### config.mk
export PLATFORM = sky130hd
export DESIGN_NAME = reset_delay_supervisor
export DESIGN_NICKNAME = d
export VERILOG_FILES = /design/src/hdl/reset_delay_pkg.sv /design/src/hdl/ms_tick_if.sv /design/src/hdl/ms_tick_gen.sv /design/src/hdl/reset_delay_supervisor.sv
export VERILOG_INCLUDE_DIRS = /design/src /design/src/hdl
export SDC_FILE = /design/constraint.sdc
export NUM_CORES = 1
export LEC_CHECK = 0
export BUFFER_PORTS_ARGS = -buffer_cell sky130_fd_sc_hd__buf_2
export CORE_MARGIN = 5
export CORE_UTILIZATION = 45
export DETAILED_ROUTE_END_ITERATION = 10
export GPL_ROUTABILITY_DRIVEN = 1
export PLACE_DENSITY_LB_ADDON = 0.25
export RECOVER_POWER = 50
export SETUP_SLACK_MARGIN = 0.15
export SLEW_MARGIN = 10
export SYNTH_ARGS = -nofsm -noshare
export SYNTH_HDL_FRONTEND = slang
export SYNTH_HIERARCHICAL = 1
export SYNTH_SLANG_ARGS = --single-unit
### constraint.sdc
create_clock -name clk -period 3.7 [get_ports clk]
set_clock_uncertainty 0.2 [all_clocks]
set_input_delay 0.185 -clock clk [delete_from_list [all_inputs] [get_ports clk]]
set_output_delay 0.185 -clock clk [all_outputs]
set_load 0.005 [all_outputs]
### src/hdl/reset_delay_map.svh
// constants for the reset delay supervisor: delay menu, clock rate, counts
// assumes a single 40 MHz clock; included by its bare name
`ifndef RESET_DELAY_MAP_SVH
`define RESET_DELAY_MAP_SVH

// clock rate
`define CLK_FREQ_HZ     40000000
`define CLK_PER_MS      (`CLK_FREQ_HZ / 1000)

// delay menu in milliseconds
`define DLY_8_MS        8
`define DLY_16_MS       16
`define DLY_32_MS       32
`define DLY_64_MS       64
`define DLY_128_MS      128

// millisecond prescaler width; 40000 cycles fits in 16 bits
`define MS_CNT_W        16
// millisecond counter width; 128 fits in 8 bits
`define DLY_CNT_W       8

// reset values
`define RESET_OUT_RST   1'b0
`define OUT_EN_RST      1'b0

`endif

### src/hdl/reset_delay_pkg.sv
// types for the reset delay supervisor
// assumes reset_delay_map.svh supplies the numbers
package reset_delay_pkg;

    // build-time delay pairs, short / long
    typedef enum logic [1:0] {
        VAR_8_128,
        VAR_8_32,
        VAR_16_64,
        VAR_32_128
    } variant_t;

    // supervisor states
    typedef enum logic [1:0] {
        ST_FAULT,
        ST_DELAY,
        ST_RUN
    } sup_state_t;

endpackage

### src/hdl/ms_tick_if.sv
// carrier between the supervisor and its millisecond tick generator
// assumes both ends share clk
`timescale 1ns/100ps
interface ms_tick_if;
    logic run;   // prescaler counts while high, clears while low
    logic tick;  // one-cycle pulse per elapsed millisecond

    modport gen (input run, output tick);
    modport use_ (output run, input tick);
endinterface

### src/hdl/ms_tick_gen.sv
// millisecond enable pulse from the system clock
// assumes a synchronous active-high reset and the clock rate in the map
`timescale 1ns/100ps
`include "reset_delay_map.svh"
module ms_tick_gen #(
    parameter int unsigned CYC_PER_MS = `CLK_PER_MS
) (
    // clock and reset
    input  wire logic   clk,
    input  wire logic   rst,
    // tick carrier
    ms_tick_if.gen      tk
);
    logic [`MS_CNT_W-1:0] pre_ff;
    logic [`MS_CNT_W-1:0] nxt_pre;
    logic                 tick_ff;
    logic                 nxt_tick;

    ////////////////////////////////////////////////////////////////////////
    // prescaler; cleared when idle so every delay starts a full ms  
    always_comb begin
        nxt_pre  = '0;
        nxt_tick = 1'b0;
        if (tk.run) begin
            if (pre_ff == `MS_CNT_W'(CYC_PER_MS - 1)) begin
                nxt_tick = 1'b1;
            end else begin
                nxt_pre = pre_ff + `MS_CNT_W'(1);
            end
        end
    end

    always_ff @(posedge clk) begin
        if (rst) begin
            pre_ff  <= '0;
            tick_ff <= 1'b0;
        end else begin
            pre_ff  <= nxt_pre;
            tick_ff <= nxt_tick;
        end
    end

    assign tk.tick = tick_ff & tk.run;
endmodule

### src/hdl/reset_delay_supervisor.sv
// reset delay supervisor: holds the processor reset low on undervoltage or
// overtemperature and releases it after a selectable delay
// assumes flags are synchronous to clk and already debounced by the analog side
`timescale 1ns/100ps
`include "reset_delay_map.svh"
module reset_delay_supervisor
    import reset_delay_pkg::*;
#(
    parameter reset_delay_pkg::variant_t VARIANT    = reset_delay_pkg::VAR_8_128,
    parameter int unsigned               CYC_PER_MS = `CLK_PER_MS
) (
    // clock and reset
    input  wire logic   clk,
    input  wire logic   rst,
    // condition flags
    input  wire logic   uv_flag,
    input  wire logic   thermal_flag,
    // delay choice, low when unconnected
    input  wire logic   delay_select,
    // outputs
    output logic        reset_out,
    output logic        out_enable
);
    import reset_delay_pkg::*;

    ////////////////////////////////////////////////////////////////////////
    // delay pair lookup per variant
    function automatic logic [`DLY_CNT_W-1:0] pick_delay(input variant_t v,
                                                        input logic     sel);
        logic [`DLY_CNT_W-1:0] lo;
        logic [`DLY_CNT_W-1:0] hi;
        lo = `DLY_CNT_W'(`DLY_8_MS);
        hi = `DLY_CNT_W'(`DLY_128_MS);
        unique case (v)
            VAR_8_128: begin
                lo = `DLY_CNT_W'(`DLY_8_MS);
                hi = `DLY_CNT_W'(`DLY_128_MS);
            end
            VAR_8_32: begin
                lo = `DLY_CNT_W'(`DLY_8_MS);
                hi = `DLY_CNT_W'(`DLY_32_MS);
            end
            VAR_16_64: begin
                lo = `DLY_CNT_W'(`DLY_16_MS);
                hi = `DLY_CNT_W'(`DLY_64_MS);
            end
            VAR_32_128: begin
                lo = `DLY_CNT_W'(`DLY_32_MS);
                hi = `DLY_CNT_W'(`DLY_128_MS);
            end
        endcase
        return sel ? hi : lo;
    endfunction

    ////////////////////////////////////////////////////////////////////////
    // one more millisecond; never passes the longest delay, so no wrap
    function automatic logic [`DLY_CNT_W-1:0] ms_plus_one(input logic [`DLY_CNT_W-1:0] ms);
        return ms + `DLY_CNT_W'(1);
    endfunction

    // true when the tick now arriving completes the latched delay
    function automatic logic delay_reached(input logic [`DLY_CNT_W-1:0] ms,
                                           input logic [`DLY_CNT_W-1:0] target);
        return ms_plus_one(ms) >= target;
    endfunction

    ms_tick_if tk ();

    ms_tick_gen #(
        .CYC_PER_MS (CYC_PER_MS)
    ) u_tick (
        .clk (clk),
        .rst (rst),
        .tk  (tk)
    );

    // supervisor state
    sup_state_t            state_ff;
    sup_state_t            nxt_state;

    // whole milliseconds counted in the current delay window
    logic [`DLY_CNT_W-1:0] ms_ff;
    logic [`DLY_CNT_W-1:0] nxt_ms;

    // delay length latched from delay_select while reset is low
    logic [`DLY_CNT_W-1:0] target_ff;
    logic [`DLY_CNT_W-1:0] nxt_target;

    // registered pin drivers
    logic                  reset_out_ff;
    logic                  nxt_reset_out;
    logic                  out_en_ff;
    logic                  nxt_out_en;

    // decoded conditions
    logic                  fault;
    logic                  delay_done;

    ////////////////////////////////////////////////////////////////////////
    // either flag counts as a fault; both hold reset low at once
    assign fault      = uv_flag | thermal_flag;
    // the tick now arriving ends the window
    assign delay_done = tk.tick & delay_reached(ms_ff, target_ff);

    // prescaler only runs during a clean delay window, so a fault part way
    // through also throws away the partly counted millisecond
    assign tk.run = (state_ff == ST_DELAY) & ~fault;

    ////////////////////////////////////////////////////////////////////////
    // state next value; the spare code cannot be reached but falls back to fault
    always_comb begin
        nxt_state = state_ff;
        unique case (state_ff)
            ST_FAULT: begin
                if (!fault) begin
                    nxt_state = ST_DELAY;
                end
            end
            ST_DELAY: begin
                if (fault) begin
                    nxt_state = ST_FAULT;
                end else if (delay_done) begin
                    nxt_state = ST_RUN;
                end
            end
            ST_RUN: begin
                if (fault) begin
                    nxt_state = ST_FAULT;
                end
            end
            default: begin
                nxt_state = ST_FAULT;
            end
        endcase
    end

    // power-on reset starts in the fault state
    always_ff @(posedge clk) begin
        if (rst) begin
            state_ff <= ST_FAULT;
        end else begin
            state_ff <= nxt_state;
        end
    end

    ////////////////////////////////////////////////////////////////////////
    // millisecond count; cleared whenever the window is broken or over,
    // so every new window starts from zero whatever came before
    always_comb begin
        nxt_ms = ms_ff;
        if (state_ff != ST_DELAY || fault) begin
            nxt_ms = '0;
        end else if (tk.tick && !delay_done) begin
            nxt_ms = ms_plus_one(ms_ff);
        end
    end

    // counter starts clear
    always_ff @(posedge clk) begin
        if (rst) begin
            ms_ff <= '0;
        end else begin
            ms_ff <= nxt_ms;
        end
    end

    ////////////////////////////////////////////////////////////////////////
    // delay choice follows delay_select while reset is low and freezes while
    // it is high, so a select change then waits for the next fault
    always_comb begin
        nxt_target = target_ff;
        if (!reset_out_ff) begin
            nxt_target = pick_delay(VARIANT, delay_select);
        end
    end

    // any menu value will do here; replaced on the first cycle out of reset
    always_ff @(posedge clk) begin
        if (rst) begin
            target_ff <= `DLY_CNT_W'(`DLY_8_MS);
        end else begin
            target_ff <= nxt_target;
        end
    end

    ////////////////////////////////////////////////////////////////////////
    // pin drivers; reset follows the state, output enable only the thermal
    // flag, since an undervoltage leaves the pass device on
    always_comb begin
        nxt_reset_out = 1'b0;
        nxt_out_en    = ~thermal_flag;
        unique case (state_ff)
            ST_FAULT: begin
                nxt_reset_out = 1'b0;
            end
            ST_DELAY: begin
                nxt_reset_out = delay_done;
            end
            ST_RUN: begin
                nxt_reset_out = ~fault;
            end
            default: begin
                nxt_reset_out = 1'b0;
            end
        endcase
    end

    // reset starts low and the output off until the flags have been seen
    always_ff @(posedge clk) begin
        if (rst) begin
            reset_out_ff <= `RESET_OUT_RST;
            out_en_ff    <= `OUT_EN_RST;
        end else begin
            reset_out_ff <= nxt_reset_out;
            out_en_ff    <= nxt_out_en;
        end
    end

    ////////////////////////////////////////////////////////////////////////
    // outputs straight from their flip-flops
    assign reset_out  = reset_out_ff;
    assign out_enable = out_en_ff;
endmodule
Word level (Yosys, flattened, before mapping)
Index checks and enable logic that the tools add are counted.
- muxes and demuxes: 8
- $add $sub $neg: 2
- bitwise gates (word level): 7
- eq/ne operators: 7
- $lt $le $gt $ge: 1
- reduce and logical (&&, ||, !) cells: 8
- operator list (kind ; number):
    adder 16 x 1 -> 16 bit, second input constant ; 1
    equality test 16 bit, second input constant ; 1
    adder 8 x 1 -> 8 bit, second input constant ; 1
    >= comparator 8 bit ; 1
    2-to-1 mux 2 bit ; 4
    2-to-1 mux 8 bit ; 1
    one-hot mux 2 bit (3 select lines) ; 1
    inequality test 2 bit, second input constant ; 2
    OR reduction 2 bit ; 2
    AND 1 bit ; 3
    inequality test 3 bit, second input constant ; 1
    NOT 1 bit ; 3
    AND reduction 3 bit ; 1
    OR reduction 3 bit ; 1
    equality test 2 x 1 -> 1 bit, second input constant ; 1
    equality test 2 bit, second input constant ; 1
    logical NOT 2 bit ; 1
    inequality test 2 x 1 -> 1 bit, second input constant ; 1
    one-hot mux 1 bit (2 select lines) ; 1
    logical AND 1 bit ; 1
    logical NOT 1 bit ; 1
    logical OR 1 bit ; 1
    2-to-1 mux 1 bit ; 1
    OR 1 bit ; 1
- word-level logic and storage cells: 40
- output and inout port bits: 2
- input bits: 5
- flip-flop bits (word level): 37

Logic depth before layout (Yosys ltp)
- depth after elaboration: 8
- mapped depth: 11
- gate-level depth less buffers: 10

Cells and area by module
The synthesis kept the hierarchy.
- by module, submodules not included (module ; sequential area each (sq um) ; instances ; cells each ; area an instance (sq um)):
    reset_delay_supervisor ; 280.3 ; 1 ; 92 ; 800.8
    ms_tick_gen ; 340.3 ; 1 ; 87 ; 787.0

Least setup slack after synthesis
OpenSTA, ideal clock, no wires.
- kind: register -> register
- start: reg ms_ff[0]
- end: reg ms_ff[2]
- stages on the path, launching flop included: 12
- library setup time: 0.070 ns
- data required time: 3.430 ns
- data arrival time: 2.357 ns
- path slack: 1.073 ns
- buffers on the path: 1
- clock period less this slack: 2.627 ns
- cell sequence: dfxtp_1 -> and3_2 -> nand3_1 -> or2_2 -> xnor2_1 -> ha_1 -> nor2_1 -> a31o_2 -> o211ai_2 -> buf_6 -> or3_1 -> a21oi_1
- word-level cells in the longest chain between the ends: 5
- ends and longest elaborated chain (what ; line ; RTL):
    start, declared ; reset_delay_supervisor.sv:82 ; logic [`DLY_CNT_W-1:0] ms_ff;
    start signal, assigned ; reset_delay_supervisor.sv:163 ; ms_ff <= nxt_ms;
    adder 8 x 1 -> 8 bit (*) ; reset_delay_supervisor.sv:58 ; return ms + `DLY_CNT_W'(1);
    >= comparator 8 bit ; reset_delay_supervisor.sv:64 ; return ms_plus_one(ms) >= target;
    AND 1 bit ; reset_delay_supervisor.sv:103 ; assign delay_done = tk.tick & delay_reached(ms_ff, target_ff);
    logical NOT 1 bit ; reset_delay_supervisor.sv:153 ; end else if (tk.tick && !delay_done) begin
    logical AND 1 bit ; reset_delay_supervisor.sv:153 ;
Every way passes the cells marked *; elsewhere a longest branch is shown, timed or not.
A chain may end at the register's enable or synchronous reset.

Worst setup path after layout
- start: reg u_tick.pre_ff[0]
- end: reg u_tick.pre_ff[3]
- word-level cells in the longest chain between the ends: 2
- elaborated cells between the ends (all ways): 3
- those cells by class: add/sub (1); eq/ne (1); reduce/logical (1)
- ends and longest elaborated chain (what ; line ; RTL):
    start, declared ; ms_tick_gen.sv:14 ; logic [`MS_CNT_W-1:0] pre_ff;
    start signal, assigned ; ms_tick_gen.sv:38 ; pre_ff <= nxt_pre;
    parallel branches: the longest is 2 deep, another holds adder 16 x 1 -> 16 bit ; n/a ;
Parallel ways; which one is timed is not known.

==> metrics <==
Total Power=661 uW; crit share post-route=0.767; fin crit period=between 2 and 3 ns; unrepaired setup endpoints after global routing=false; Leak=between 0.5 and 0.6 nW; CTS Buffer Depth=2; Largest stage delay, worst path=1.38 ns; fmax=352 MHz; worst hold path type=input pin to flip-flop; postcts setup bufs=0; Synth area leaders=dfxtp_1, nor2_1, ha_1, xnor2_1, xor2_1; CTS tree=yes; final setup TNS=0 ns; first-pass GRT wire length=between 5000 and 6000 um; DRT iter0 DRCs=59; Setup CP Type=flip-flop to flip-flop; Synth area leader=dfxtp_1; RePlAce Congestion=0.838; ANT cells=0; Rows=21; filler cell count=~330; Worst Path Required=3.66 ns; Final nets=204; syn nets=191; Post-synth EDFFs=0; endpoints failing setup=0; Avg Cell Area, Syn=8.87 sq um; Worst Tran Pin Value=1.73 ns; CP Max Fanout=16; share of cells above drive strength 1=0.0984; Buf+Inv Stages, Crit Path=0; GRT Total Usage=0.128; GRT overflow=0; total iterations of the first detailed-routing run=4; post-CTS sizing=0; Worst-Skew Late Latency=between 0.3 and 0.4 ns; failing checks=capacitance limit, slew limit; number of max-cap violations=1; drt via density=between 5 and 6; hold_buf cts=5; Top Ports=7; synth unique cells=37; Syn. warnings=6; asr flop ratio synth=0; Top FF cell, synth=dfxtp_1; CTS Buf Count=5; die height=between 60 and 70 um; Routed Antenna Nets=0; root buffer cell=clkbuf_4; Worst-path clk slew=approximately 0.09 ns; Die Wd=69.4 um; pin count of the biggest net entering global routing=17; Post-Syn Area=between 1500 and 2000 sq um; final HPWL from detailed placement=2040 um; total die area=4820 sq um; #FFs+latches synth=31; PwrDens=roughly 380 nW/um^2; # DRC=0; clock sinks=31; Setup crit start kind=flip-flop; crit path max-delay cell type=o311ai_1; # H-tree levels=2; synth-to-layout area growth=10.2%; most frequent cells in the layout=dfxtp_1, nor2_1, inv_1, nand4_1; Cells after Synth=approximately 180; DR WL/cell=between 10 and 15 um; crit-path leading delay family=compound AO/OA/AOI/OAI gates; sequential fraction of the synthesis area=0.391; initial antenna violation count=0; critical-path cell list=ha_1 -> nand2_1 -> o311ai_1 -> nor2_1; number of global-route vias before repair=1202; outcome=finished with violations; Slew Limit Fails=17; most common cell after layout, fill and taps aside=dfxtp_1; Worst Setup End Kind=flip-flop; Initial Util=0.468; worst vdd ir=0.252 mV; Hold Fails Final Rpt=0; top-area cell type share of the netlist area=0.391; IO buf count=6; arrival time at the worst endpoint=2.80 ns; via count=1246; final WL=2820 um; Core Box Area=3390 sq um; Max-slew headroom=-0.173
## per-layer routing
metal  vias to the layer above  wire (um)  global-route usage
li1                        659          -                   -
met1                       570       1320               0.154
met2                        13       1340               0.201
met3                         4        129              0.0478
met4                         0         34              0.0607
met5                         -          0                   0
## final timing paths
check | cells after the start | slack (ns) | start | endpoint
hold reg to reg | 1 | 0.30 | target_ff[3] | target_ff[3]
setup / recovery | 4 | 0.86 | u_tick/pre_ff[0] | u_tick/pre_ff[3]
setup reg to reg | 4 | 0.86 | u_tick/pre_ff[0] | u_tick/pre_ff[3]
hold / removal | 4 | 0.08 | uv_flag | reset_out
## where the power goes
part / internal (mW) / switching [mW] / total (mW)
Sequential: 0.338 / 0.00361 / 0.342
Clock: 0.160 / 0.118 / 0.277
Combinational: 0.0198 / 0.0224 / 0.0422
## registers in the layout (all words and copies together) (netlist names)
signal          flops
ms_ff               8
out_enable          1
reset_out           1
state_ff            2
target_ff           2
u_tick/pre_ff      16
u_tick/tick_ff      1
## layout make-up
type / count / area, sq um / area share
Clock buffer: 6 / 51.3 / 0.0293
Clock inverter: 2 / 35.0 / 0.0200
Inverter: 10 / 37.5 / 0.0215
Multi-Input combinational cell: 133 / 871 / 0.498
Sequential cell: 31 / 621 / 0.355
Tap cell: 46 / 57.6 / 0.0329
Timing Repair Buffer: 11 / 76.3 / 0.0436
## per-stage QoR
step	setup WS, ns	instances	util	hold slack (ns)	area, sq um
after floorplan	1.07	179	-	0.0517	1590
after global placement	0.944	226	0.482	0.177	1630
after detailed placement	0.879	226	0.482	0.182	1630
after CTS	0.850	239	0.522	0.0586	1770
after global routing	0.536	239	0.516	0.124	1750
final	0.862	239	0.516	0.0826	1750
## cell families (layout without fill, tap and decap cells)
family                   count (synthesis)  after routing  synth area share
AO/OA/AOI/OAI                           24             24             0.117
XOR/XNOR                                18             18            0.0993
flip-flops                              31             31             0.391
buffers and inverters                   15             29            0.0496
multiplexers                             4              4            0.0252
adder cells (fa/ha/maj)                  7              7            0.0552
AND/OR/NAND/NOR                         80             80             0.262
## cells in the mapped netlist (2+ instances only)
master	number
nand2_1	8
nor2_1	26
and2_1	3
nand2b_1	2
ha_1	7
buf_6	3
nor3_1	3
or2_2	3
mux2i_1	4
dfxtp_1	31
and4_1	2
inv_1	10
nand4_1	10
o21ai_0	6
a211o_1	2
o2111ai_1	2
a21oi_1	5
xor2_1	9
nand3_1	9
nor4_1	5
or3_1	5
xnor2_1	9
## worst min-delay path: cells and delay by family
kind | cells | cell delay [ns]
buffers and inverters | 1 | 0.09
and+or+nand+nor | 2 | 0.14
AOI/OAI and AO/OA | 1 | 0.16
Power figures use the tool's default switching activity.
